File: config.mk
export PLATFORM = sky130hd
export DESIGN_NAME = ast_serial_unit
export DESIGN_NICKNAME = d
export VERILOG_FILES = /design/src/hdl/ast_pkg.sv /design/src/hdl/ast_baud_gen.sv /design/src/hdl/ast_serial_unit.sv
export SDC_FILE = /design/constraint.sdc
export NUM_CORES = 1
export LEC_CHECK = 0
export CORE_AREA = 2 2 148 150
export DETAILED_ROUTE_END_ITERATION = 16
export DIE_AREA = 0 0 150 152
export DONT_BUFFER_PORTS = 1
export PLACE_DENSITY = 0.5
export SYNTH_ARGS = -nofsm -noshare
export SYNTH_HDL_FRONTEND = slang
export SYNTH_HIERARCHICAL = 1
export SYNTH_SLANG_ARGS = --single-unit
File: constraint.sdc
create_clock -name i_clk -period 1.9 [get_ports i_clk]
set_input_delay 0.57 -clock i_clk [delete_from_list [all_inputs] [get_ports i_clk]]
set_output_delay 0.57 -clock i_clk [all_outputs]
set_load 0.01 [all_outputs]
File: src/hdl/ast_pkg.sv
// Shared constants and carrier types for the async serial transceiver
package ast_pkg;

	// ------------------------------------------------------------
	// Timing
	// ------------------------------------------------------------
	localparam int unsigned CLK_PERIOD_NS = 4;
	localparam int unsigned BAUD_DIV_W    = 16;
	localparam logic [4:0]  RT_START_S1   = 5'h03;
	localparam logic [4:0]  RT_START_S2   = 5'h05;
	localparam logic [4:0]  RT_START_S3   = 5'h07;
	localparam logic [4:0]  RT_MAJ_FIRST  = 5'h08;
	localparam logic [4:0]  RT_MAJ_LAST   = 5'h0a;
	localparam logic [4:0]  RT_BIT_END    = 5'h10;
	localparam logic [3:0]  TX_RT_LAST    = 4'hf;

	// ------------------------------------------------------------
	// Character framing
	// ------------------------------------------------------------
	localparam logic [3:0]  DATA_LAST_8   = 4'h7;
	localparam logic [3:0]  DATA_LAST_9   = 4'h8;
	localparam logic [3:0]  FRAME_BITS_8  = 4'ha;
	localparam logic [3:0]  FRAME_BITS_9  = 4'hb;
	localparam logic [2:0]  SEARCH_ONES   = 3'h7;

	// ------------------------------------------------------------
	// Carriers
	// ------------------------------------------------------------
	typedef struct packed {
		logic module_en;
		logic tx_en;
		logic rx_en;
		logic char9;
		logic long_break;
		logic send_break;
		logic tx_invert;
		logic tx_empty_irq_en;
		logic rx_full_irq_en;
	} ast_ctrl_t;

	typedef struct packed {
		logic tx_empty;
		logic rx_full;
		logic overrun;
		logic noise;
		logic framing;
		logic parity;
		logic brk;
		logic rx_busy;
	} ast_stat_t;

	localparam ast_stat_t STAT_RESET = '{tx_empty: 1'b1, default: 1'b0};

endpackage : ast_pkg

File: src/hdl/ast_baud_gen.sv
// Oversample tick generator shared by transmitter and receiver
`timescale 1ns/1ps
`default_nettype none
module ast_baud_gen
	import ast_pkg::*;
(
	input  wire logic                  i_clk,
	input  wire logic                  i_rst_b,
	input  wire logic                  i_run,
	input  wire logic [BAUD_DIV_W-1:0] i_div,
	output logic                       o_tick
);
	logic [BAUD_DIV_W-1:0] cnt_q;

	// One tick every i_div+1 clocks, sixteen ticks per bit
	always_ff @(posedge i_clk or negedge i_rst_b)
	begin
		if (!i_rst_b)
		begin
			cnt_q  <= '0;
			o_tick <= 1'b0;
		end
		else if (!i_run)
		begin
			cnt_q  <= '0;
			o_tick <= 1'b0;
		end
		else if (cnt_q >= i_div)
		begin
			cnt_q  <= '0;
			o_tick <= 1'b1;
		end
		else
		begin
			cnt_q  <= cnt_q + 1'b1;
			o_tick <= 1'b0;
		end
	end
endmodule : ast_baud_gen
`default_nettype wire

File: src/hdl/ast_serial_unit.sv
// Async serial transceiver: transmitter, receiver, flags
// ------------------------------------------------------------
// ------------------------------------------------------------
`timescale 1ns/1ps
`default_nettype none
module ast_serial_unit
	import ast_pkg::*;
(
	input  wire logic                  i_clk,
	input  wire logic                  i_rst_b,
	input  wire ast_ctrl_t             i_ctrl,
	input  wire logic [BAUD_DIV_W-1:0] i_baud_div,
	input  wire logic                  i_status_rd,
	input  wire logic                  i_data_wr,
	input  wire logic [7:0]            i_tx_data,
	input  wire logic                  i_tx_ninth_bit,
	input  wire logic                  i_data_rd,
	input  wire logic                  i_break_clr,
	input  wire logic                  i_rx_line,
	output logic                       o_tx_line,
	output logic                       o_tx_pin_owned,
	output logic                       o_rx_pin_owned,
	output logic [7:0]                 o_rx_data,
	output logic                       o_rx_ninth_bit,
	output ast_stat_t                  o_status,
	output logic                       o_tx_irq,
	output logic                       o_rx_irq
);
	typedef enum logic [3:0] {
		TX_IDLE  = 4'b0001,
		TX_FRAME = 4'b0010,
		TX_BREAK = 4'b0100,
		TX_MARK  = 4'b1000
	} ast_tx_state_t;

	typedef enum logic [4:0] {
		RX_SEARCH = 5'b00001,
		RX_START  = 5'b00010,
		RX_DATA   = 5'b00100,
		RX_STOP   = 5'b01000,
		RX_EXTRA  = 5'b10000
	} ast_rx_state_t;

	function automatic logic maj3(input logic [2:0] s);
		maj3 = (s[0] & s[1]) | (s[0] & s[2]) | (s[1] & s[2]);
	endfunction : maj3

	logic tick;
	logic en_tx;
	logic en_rx;

	assign en_tx = i_ctrl.module_en & i_ctrl.tx_en;
	assign en_rx = i_ctrl.module_en & i_ctrl.rx_en;

	ast_baud_gen u_baud (
		.i_clk   (i_clk),
		.i_rst_b (i_rst_b),
		.i_run   (i_ctrl.module_en),
		.i_div   (i_baud_div),
		.o_tick  (tick)
	);

	// ------------------------------------------------------------
	// Transmitter
	// ------------------------------------------------------------
	ast_tx_state_t tx_st_q;
	logic [10:0]   tx_sh_q;
	logic [3:0]    tx_bits_q;
	logic [3:0]    tx_rt_q;
	logic [7:0]    tx_buf_q;
	logic          tx_buf_ninth_q;
	logic          tx_en_q;
	logic          idle_pend_q;
	logic          status_seen_q;
	logic          tx_load;
	logic          tx_pick;
	logic          bit_end;
	logic          frame_end;
	logic [3:0]    frame_len;
	logic          tx_level;

	assign frame_len = i_ctrl.char9 ? FRAME_BITS_9 : FRAME_BITS_8;
	assign bit_end   = tick && (tx_rt_q == TX_RT_LAST);
	assign frame_end = bit_end && (tx_bits_q == 4'h1);
	// Frames leave idle only on a tick, so the first bit is a full 16 ticks too
	assign tx_pick   = (tx_st_q == TX_IDLE && tick) || frame_end;
	assign tx_load   = en_tx && !o_status.tx_empty && !i_ctrl.send_break && !idle_pend_q;

	// Write buffer; ninth bit latched with the byte
	always_ff @(posedge i_clk or negedge i_rst_b)
	begin
		if (!i_rst_b)
		begin
			tx_buf_q       <= 8'h00;
			tx_buf_ninth_q <= 1'b0;
		end
		else if (i_data_wr)
		begin
			tx_buf_q       <= i_tx_data;
			tx_buf_ninth_q <= i_tx_ninth_bit;
		end
	end

	// Off-then-on during a frame queues an idle character
	always_ff @(posedge i_clk or negedge i_rst_b)
	begin
		if (!i_rst_b)
		begin
			tx_en_q     <= 1'b0;
			idle_pend_q <= 1'b0;
		end
		else
		begin
			tx_en_q <= en_tx;
			if (!i_ctrl.module_en)
				idle_pend_q <= 1'b0;
			else if (en_tx && !tx_en_q)
				idle_pend_q <= 1'b1;
			else if (tx_pick && idle_pend_q && en_tx && !i_ctrl.send_break)
				idle_pend_q <= 1'b0;
		end
	end

	// Frame sequencer
	always_ff @(posedge i_clk or negedge i_rst_b)
	begin
		if (!i_rst_b)
		begin
			tx_st_q   <= TX_IDLE;
			tx_sh_q   <= '1;
			tx_bits_q <= 4'h0;
			tx_rt_q   <= 4'h0;
		end
		else if (!i_ctrl.module_en)
		begin
			tx_st_q   <= TX_IDLE;
			tx_sh_q   <= '1;
			tx_bits_q <= 4'h0;
			tx_rt_q   <= 4'h0;
		end
		else if (tx_pick)
		begin
			tx_rt_q <= 4'h0;
			if (tx_st_q == TX_BREAK && !i_ctrl.send_break)
			begin
				tx_st_q   <= TX_MARK;
				tx_sh_q   <= '1;
				tx_bits_q <= 4'h1;
			end
			else if (en_tx && i_ctrl.send_break)
			begin
				tx_st_q   <= TX_BREAK;
				tx_sh_q   <= '0;
				tx_bits_q <= frame_len + {3'h0, i_ctrl.long_break};
			end
			else if (en_tx && idle_pend_q)
			begin
				tx_st_q   <= TX_FRAME;
				tx_sh_q   <= '1;
				tx_bits_q <= frame_len;
			end
			else if (tx_load)
			begin
				tx_st_q   <= TX_FRAME;
				tx_sh_q   <= i_ctrl.char9 ? {1'b1, tx_buf_ninth_q, tx_buf_q, 1'b0} : {2'b11, tx_buf_q, 1'b0};
				tx_bits_q <= frame_len;
			end
			else
			begin
				tx_st_q   <= TX_IDLE;
				tx_sh_q   <= '1;
				tx_bits_q <= 4'h0;
			end
		end
		else if (tick)
		begin
			tx_rt_q <= tx_rt_q + 1'b1;
			if (bit_end)
			begin
				tx_sh_q   <= {1'b1, tx_sh_q[10:1]};
				tx_bits_q <= tx_bits_q - 1'b1;
			end
		end
	end

	// Break level kept apart from the shifter, which a 12-bit break outruns
	assign tx_level = (tx_st_q == TX_IDLE) ? 1'b1 : (tx_st_q == TX_BREAK) ? 1'b0 : tx_sh_q[0];

	// Pin drive; released when the module is off
	always_ff @(posedge i_clk or negedge i_rst_b)
	begin
		if (!i_rst_b)
		begin
			o_tx_line      <= 1'b1;
			o_tx_pin_owned <= 1'b0;
			o_rx_pin_owned <= 1'b0;
		end
		else
		begin
			o_tx_line      <= tx_level ^ i_ctrl.tx_invert;
			o_tx_pin_owned <= en_tx;
			o_rx_pin_owned <= en_rx;
		end
	end

	// ------------------------------------------------------------
	// Receiver
	// ------------------------------------------------------------
	ast_rx_state_t rx_st_q;
	logic [4:0]    rt_q;
	logic [4:0]    rt_n;
	logic [2:0]    hist_q;
	logic [1:0]    vfy_q;
	logic [2:0]    maj_q;
	logic [2:0]    maj_n;
	logic [3:0]    bitn_q;
	logic [8:0]    rx_sh_q;
	logic          prev_one_q;
	logic [4:0]    edge_rt_q;
	logic          edge_seen_q;
	logic          last_smp_q;
	logic          noise_acc_q;
	logic          zeros_q;
	logic          bit_val;
	logic          bit_noisy;
	logic          rx_done;
	logic          rx_break;
	logic          rx_frame_err;
	logic [3:0]    data_last;

	assign rt_n      = rt_q + 1'b1;
	assign maj_n     = {maj_q[1:0], i_rx_line};
	assign bit_val   = maj3(maj_q);
	assign bit_noisy = (maj_q != 3'h0) && (maj_q != 3'h7);
	assign data_last = i_ctrl.char9 ? DATA_LAST_9 : DATA_LAST_8;

	always_ff @(posedge i_clk or negedge i_rst_b)
	begin
		if (!i_rst_b)
		begin
			rx_st_q      <= RX_SEARCH;
			rt_q         <= 5'h00;
			hist_q       <= 3'h0;
			vfy_q        <= 2'h0;
			maj_q        <= 3'h0;
			bitn_q       <= 4'h0;
			rx_sh_q      <= 9'h000;
			prev_one_q   <= 1'b0;
			edge_rt_q    <= 5'h00;
			edge_seen_q  <= 1'b0;
			last_smp_q   <= 1'b1;
			noise_acc_q  <= 1'b0;
			zeros_q      <= 1'b0;
			rx_done      <= 1'b0;
			rx_break     <= 1'b0;
			rx_frame_err <= 1'b0;
		end
		else
		begin
			rx_done <= 1'b0;
			if (!en_rx)
			begin
				rx_st_q <= RX_SEARCH;
				hist_q  <= 3'h0;
			end
			else if (tick)
			begin
				last_smp_q <= i_rx_line;
				if (rx_st_q == RX_SEARCH)
				begin
					hist_q <= {hist_q[1:0], i_rx_line};
					if (hist_q == SEARCH_ONES && !i_rx_line)
					begin
						rx_st_q     <= RX_START;
						rt_q        <= 5'h01;
						noise_acc_q <= 1'b0;
						zeros_q     <= 1'b1;
						prev_one_q  <= 1'b0;
					end
				end
				else
				begin
					rt_q <= rt_n;
					if (rt_n >= RT_MAJ_FIRST && rt_n <= RT_MAJ_LAST)
						maj_q <= maj_n;
					// Falls at or after the majority window are noise, not bit edges
					if (prev_one_q && !edge_seen_q && last_smp_q && !i_rx_line && rt_n < RT_MAJ_FIRST)
					begin
						edge_seen_q <= 1'b1;
						edge_rt_q   <= rt_n;
					end
					if (rx_st_q == RX_START)
					begin
						if (rt_n == RT_START_S1 || rt_n == RT_START_S2)
							vfy_q <= {vfy_q[0], i_rx_line};
						if (rt_n == RT_START_S3)
						begin
							// Two or more ones among ticks 3, 5, 7 fail verification
							if ({1'b0, vfy_q[1]} + {1'b0, vfy_q[0]} + {1'b0, i_rx_line} >= 2'h2)
							begin
								rx_st_q <= RX_SEARCH;
								hist_q  <= 3'h0;
								rt_q    <= 5'h00;
							end
							else if (vfy_q != 2'h0 || i_rx_line)
								noise_acc_q <= 1'b1;
						end
					end
					if (rt_n == RT_BIT_END)
					begin
						edge_seen_q <= 1'b0;
						rt_q        <= 5'h00;
						// Realign to a 1-to-0 edge seen inside this bit
						if (rx_st_q != RX_START && prev_one_q && !bit_val && edge_seen_q)
							// Wraps below zero, so a late edge delays the next bit
							rt_q <= 5'h01 - edge_rt_q;
						case (rx_st_q)
							RX_START:
							begin
								if (maj_q != 3'h0)
									noise_acc_q <= 1'b1;
								rx_st_q <= RX_DATA;
								bitn_q  <= 4'h0;
							end
							RX_DATA:
							begin
								if (bit_noisy)
									noise_acc_q <= 1'b1;
								rx_sh_q[bitn_q] <= bit_val;
								prev_one_q      <= bit_val;
								zeros_q         <= zeros_q & !bit_val;
								bitn_q          <= bitn_q + 1'b1;
								if (bitn_q == data_last)
									rx_st_q <= RX_STOP;
							end
							RX_STOP:
							begin
								if (bit_noisy)
									noise_acc_q <= 1'b1;
								rx_frame_err <= !bit_val;
								rx_break     <= 1'b0;
								if (zeros_q && !bit_val && i_ctrl.long_break)
									rx_st_q <= RX_EXTRA;
								else
								begin
									rx_break <= zeros_q && !bit_val;
									rx_done  <= 1'b1;
									rx_st_q  <= RX_SEARCH;
									hist_q   <= 3'h0;
								end
							end
							default:
							begin
								if (bit_noisy)
									noise_acc_q <= 1'b1;
								rx_break <= !bit_val;
								rx_done  <= 1'b1;
								rx_st_q  <= RX_SEARCH;
								hist_q   <= 3'h0;
							end
						endcase
					end
				end
			end
		end
	end

	// ------------------------------------------------------------
	// Receive buffer and status flags
	// ------------------------------------------------------------
	logic rd_armed_q;

	// Status read arms the second step of each two-step clear
	always_ff @(posedge i_clk or negedge i_rst_b)
	begin
		if (!i_rst_b)
		begin
			status_seen_q <= 1'b0;
			rd_armed_q    <= 1'b0;
		end
		else
		begin
			if (i_status_rd)
				status_seen_q <= 1'b1;
			else if (i_data_wr)
				status_seen_q <= 1'b0;
			if (i_status_rd)
				rd_armed_q <= 1'b1;
			else if (i_data_rd)
				rd_armed_q <= 1'b0;
		end
	end

	// Clears first, sets after (tx_empty sets take priority in its if-else), so a same-cycle event wins
	always_ff @(posedge i_clk or negedge i_rst_b)
	begin
		if (!i_rst_b)
		begin
			o_status       <= STAT_RESET;
			o_rx_data      <= 8'h00;
			o_rx_ninth_bit <= 1'b0;
		end
		else
		begin
			o_status.rx_busy <= en_rx && (rx_st_q != RX_SEARCH);
			o_status.parity  <= 1'b0;
			if (!i_ctrl.module_en)
				o_status.tx_empty <= 1'b1;
			else if (tx_pick && tx_load && (tx_st_q != TX_BREAK))
				o_status.tx_empty <= 1'b1;
			else if (status_seen_q && i_data_wr)
				o_status.tx_empty <= 1'b0;
			if (rd_armed_q && i_data_rd)
			begin
				o_status.rx_full <= 1'b0;
				o_status.overrun <= 1'b0;
				o_status.noise   <= 1'b0;
				o_status.framing <= 1'b0;
			end
			if (i_break_clr)
				o_status.brk <= 1'b0;
			if (rx_done)
			begin
				if (o_status.rx_full && !(rd_armed_q && i_data_rd))
					o_status.overrun <= 1'b1;
				else
				begin
					o_status.rx_full <= 1'b1;
					o_status.framing <= rx_frame_err || rx_break;
					o_status.noise   <= noise_acc_q;
					if (rx_break)
					begin
						o_status.brk   <= 1'b1;
						o_rx_data      <= 8'h00;
						o_rx_ninth_bit <= 1'b0;
					end
					else
					begin
						o_rx_data      <= rx_sh_q[7:0];
						o_rx_ninth_bit <= i_ctrl.char9 ? rx_sh_q[8] : rx_sh_q[7];
					end
				end
			end
		end
	end

	// Interrupt requests follow the flags and their enables
	always_ff @(posedge i_clk or negedge i_rst_b)
	begin
		if (!i_rst_b)
		begin
			o_tx_irq <= 1'b0;
			o_rx_irq <= 1'b0;
		end
		else
		begin
			o_tx_irq <= en_tx && o_status.tx_empty && i_ctrl.tx_empty_irq_en;
			o_rx_irq <= o_status.rx_full && i_ctrl.rx_full_irq_en;
		end
	end
endmodule : ast_serial_unit
`default_nettype wire

==> results.sh <==
export IMPL_worst_hold_slack_ns=-0.153
export IMPL_postSynthNetCount=719
export IMPL_ys_warnings_count=6
export IMPL_grt_max_degree=118
export IMPL_grt_overflow=0
export IMPL_finalSetupViolations=12
export IMPL_clock_path_buffers=2
export IMPL_relSlewSlack_pct=63.5
export IMPL_clk_latency_ns=0.42
export IMPL_arrival_ns=2.31
export IMPL_synth_area_sq_um=6290
export IMPL_postSynthAreaPerCell_sq_um=9.72
export IMPL_initial_core_util_pct=29.4
export IMPL_num_vias=5197
export IMPL_coreArea_sq_um=21400
export IMPL_cp_max_fo=6
export IMPL_leakage_nw=3.74
export IMPL_synth_area_leaders="dfrtp_1 (40%), dfstp_2 (6.7%), ha_1 (6.2%)"
export IMPL_cts_root_buf="clkbuf_16"
export IMPL_rsz0062_at_grt="yes"
export IMPL_worstSetupStartpointType="register"
export IMPL_tritoncts="done"
export IMPL_dieArea_sq_um=22800
export IMPL_clkTransAtPathRegs_ns=0.06
export IMPL_grt_pass1_vias=5231
export IMPL_tns_ns=-0.604
export IMPL_numClockSinks=117
export IMPL_ys_seq_area_share_pct=46.9
export IMPL_finalPower_mw=5.94
export IMPL_yosysTopAreaCell="dfrtp_1"
export IMPL_gp_congestion=0.825
export IMPL_finalCriticalPeriod_ns=2.01
export IMPL_required_ns=2.20
export IMPL_period_share_pct=106
export IMPL_grt_antenna_before_repair=0
export IMPL_layout_drive_gt1_share_pct=35.4
export IMPL_utilization_pct=40.4
export IMPL_num_rows=54
export IMPL_synth_edf_count=0
export IMPL_worstMarginPinSlew_ns=0.542
export IMPL_hp_class="input port to asynchronous set/reset pin"
export IMPL_slew_viol_final=0
export IMPL_maxCapViolations=0
export IMPL_fin_ws_ns=-0.109
export IMPL_grt_pass1_wl_mm=26.1
export IMPL_hold_violations=101
export IMPL_nFillCells=2067
export IMPL_numCtsBuffers=17
export IMPL_routed_wl_mm=16.3
export IMPL_syn_inst=647
export IMPL_ios=63
export IMPL_synth_top_area_share_pct=40.2
export IMPL_outcome="finished with violations"
export IMPL_fmax_ghz=0.498
export IMPL_hpwlAfterDp_mm=11.3
export IMPL_die_w_um=150
export IMPL_violations="negative hold slack, negative setup slack"
export IMPL_async_flop_share_pct=100
export IMPL_power_per_cell_area_nw_per_um2=690
export IMPL_ir_drop_mv=0.390
export IMPL_drtIter0Drc=307
export IMPL_drc=0
export IMPL_drtAntennaViolNets=0
export IMPL_ys_seq_elements=117
export IMPL_htree_levels=4
export IMPL_firstDrtPassIters=4
export IMPL_grt_usage_pct=14.2
export IMPL_routedWlPerCell_um=15.8
export IMPL_synthToLayoutAreaGrowth_pct=37.1
export IMPL_skew_ns=0.00998
export IMPL_die_height_um=152
export IMPL_path_class="register to register"
export IMPL_portBuffers=0
export IMPL_endpoint_kind="register"
export IMPL_vias_per_cell=5.02
export IMPL_synthDistinctLibCells=68
export IMPL_finalNetCount=815
export IMPL_antenna_cells=0
export IMPL_synth_main_ff_cell="dfrtp_1"
## power breakdown
group          internal [mW]  leakage (nW)  switching [mW]
Sequential              2.54          1.51          0.0422
Combinational          0.135          1.95           0.126
Clock                   1.83         0.276            1.27
Total                   4.51          3.74            1.44
## synth_stat cells (3+ instances only)
library cell,count
a2bb2oi_1,3
inv_1,35
nand2b_1,12
nand3_1,23
nor3_1,20
nor2_1,42
a21o_1,4
xnor2_1,9
nand2_1,72
nand4_1,10
a31oi_1,9
mux2_1,5
and3_1,16
and4_1,6
o31ai_1,7
ha_1,31
a2111oi_0,8
o21ai_0,41
nor4_1,8
dfrtp_1,101
clkbuf_1,18
nand3b_1,5
nor2_2,10
and2_1,3
o22ai_1,4
xor2_1,16
dfstp_2,16
mux2_2,18
o21ai_1,3
nor2b_1,12
mux2i_1,4
a211o_1,3
o211ai_1,4
a22oi_1,3
a21oi_1,23
a21boi_0,5
## critical path, cell delays in order (launching register included)
cell and delay (ns):
dfrtp_2 0.45, and4b_1 0.23, a21oi_2 0.06, or4_4 0.55, nor2_4 0.16, nand3b_1 0.12, mux2_4 0.31
## logic make-up (layout without fill, tap and decap cells)
kind of cell / count (synthesis) / after routing / share of synthesized area (%)
other: 1 / 1 / 0.0597
flip-flops: 117 / 117 / 46.9
XOR/XNOR: 25 / 25 / 3.48
AND/OR/NAND/NOR: 254 / 255 / 21.3
multiplexers: 27 / 27 / 4.76
buffers and inverters: 60 / 168 / 3.92
adder cells (fa/ha/maj): 31 / 31 / 6.17
AO/OA/AOI/OAI: 132 / 132 / 13.5
## metrics by stage
stage / hold WS, ns / cell area (sq um) / instances / setup WS (ns)
2_1_floorplan: 0.274 / 6410 / 647 / -0.196
3_3_place_gp: 0.277 / 7310 / 989 / -0.164
3_5_place_dp: 0.277 / 7310 / 989 / -0.223
4_1_cts: -0.169 / 8060 / 1023 / -0.0961
5_1_grt: -0.172 / 8620 / 1036 / -0.162
6_report: -0.153 / 8620 / 1036 / -0.109
## sequential cells by signal (all words and copies together) (netlist names), 2 cells and up
name          flops
u_baud/cnt_q     16
rx_st_q           5
rt_q              5
tx_buf_q          8
o_rx_data         8
rx_sh_q           9
o_status          7
tx_st_q           4
maj_q             3
tx_bits_q         4
hist_q            3
vfy_q             2
tx_sh_q          11
tx_rt_q           4
bitn_q            4
edge_rt_q         5
## routing by layer
metal,wire (um),vias up,global-route usage (%)
met5,0,-,0
met4,231,0,4.04
met3,700,19,3.15
met2,7640,118,23.0
met1,7770,2547,19.0
li1,-,2513,-
## layout make-up
cell class | count | area (sq um) | area share [%]
Inverter | 37 | 139 | 1.61
Timing Repair Buffer | 99 | 858 | 9.96
Clock buffer | 17 | 425 | 4.94
Tap cell | 280 | 350 | 4.07
Clock inverter | 15 | 146 | 1.70
Sequential cell | 117 | 2950 | 34.3
Multi-Input combinational cell | 471 | 3740 | 43.5
## cell usage in the layout (no fill, tap or decap), types with 8 or more instances in the layout
cell type / n
dfrtp_1: 98
buf_4: 84
nand2_1: 67
inv_1: 33
nor2_1: 33
o21ai_0: 26
ha_1: 25
clkbuf_16: 20
a21oi_1: 18
nand3_1: 17
o21ai_1: 17
mux2_2: 16
xor2_1: 16
nor2_4: 16
dfstp_2: 16
and3_1: 14
nor3_1: 11
nand2b_1: 10
nand4_1: 10
nor2b_1: 10
buf_6: 10
xnor2_1: 8
a31oi_1: 8
## path summary, 6_finish.rpt
check | start | to | slack, ns | depth (start not counted)
worst min-delay path | i_rst_b | tx_buf_q[7] | -0.15 | 0
worst max register to register | rt_q[0] | rx_sh_q[2] | -0.11 | 6
min in group i_clk | i_ctrl[8] | tx_sh_q[9] | 0.20 | 1
worst max-delay path | rt_q[0] | rx_sh_q[2] | -0.11 | 6
worst min register to register | rd_armed_q | o_status[5] | 0.48 | 1
max in group asynchronous | i_rst_b | o_status[7] | 1.80 | 0
## timing repair
action | 4_1_cts | 5_1_grt
cloned | 0 | 4
buffers inserted | 3 | 10
endpoints found under the setup margin | 43 | 67
pin swaps | 7 | 28
resized for setup | 41 | 97
endpoints found under the hold margin | 113 | 113
Power figures use the tool's default switching activity.
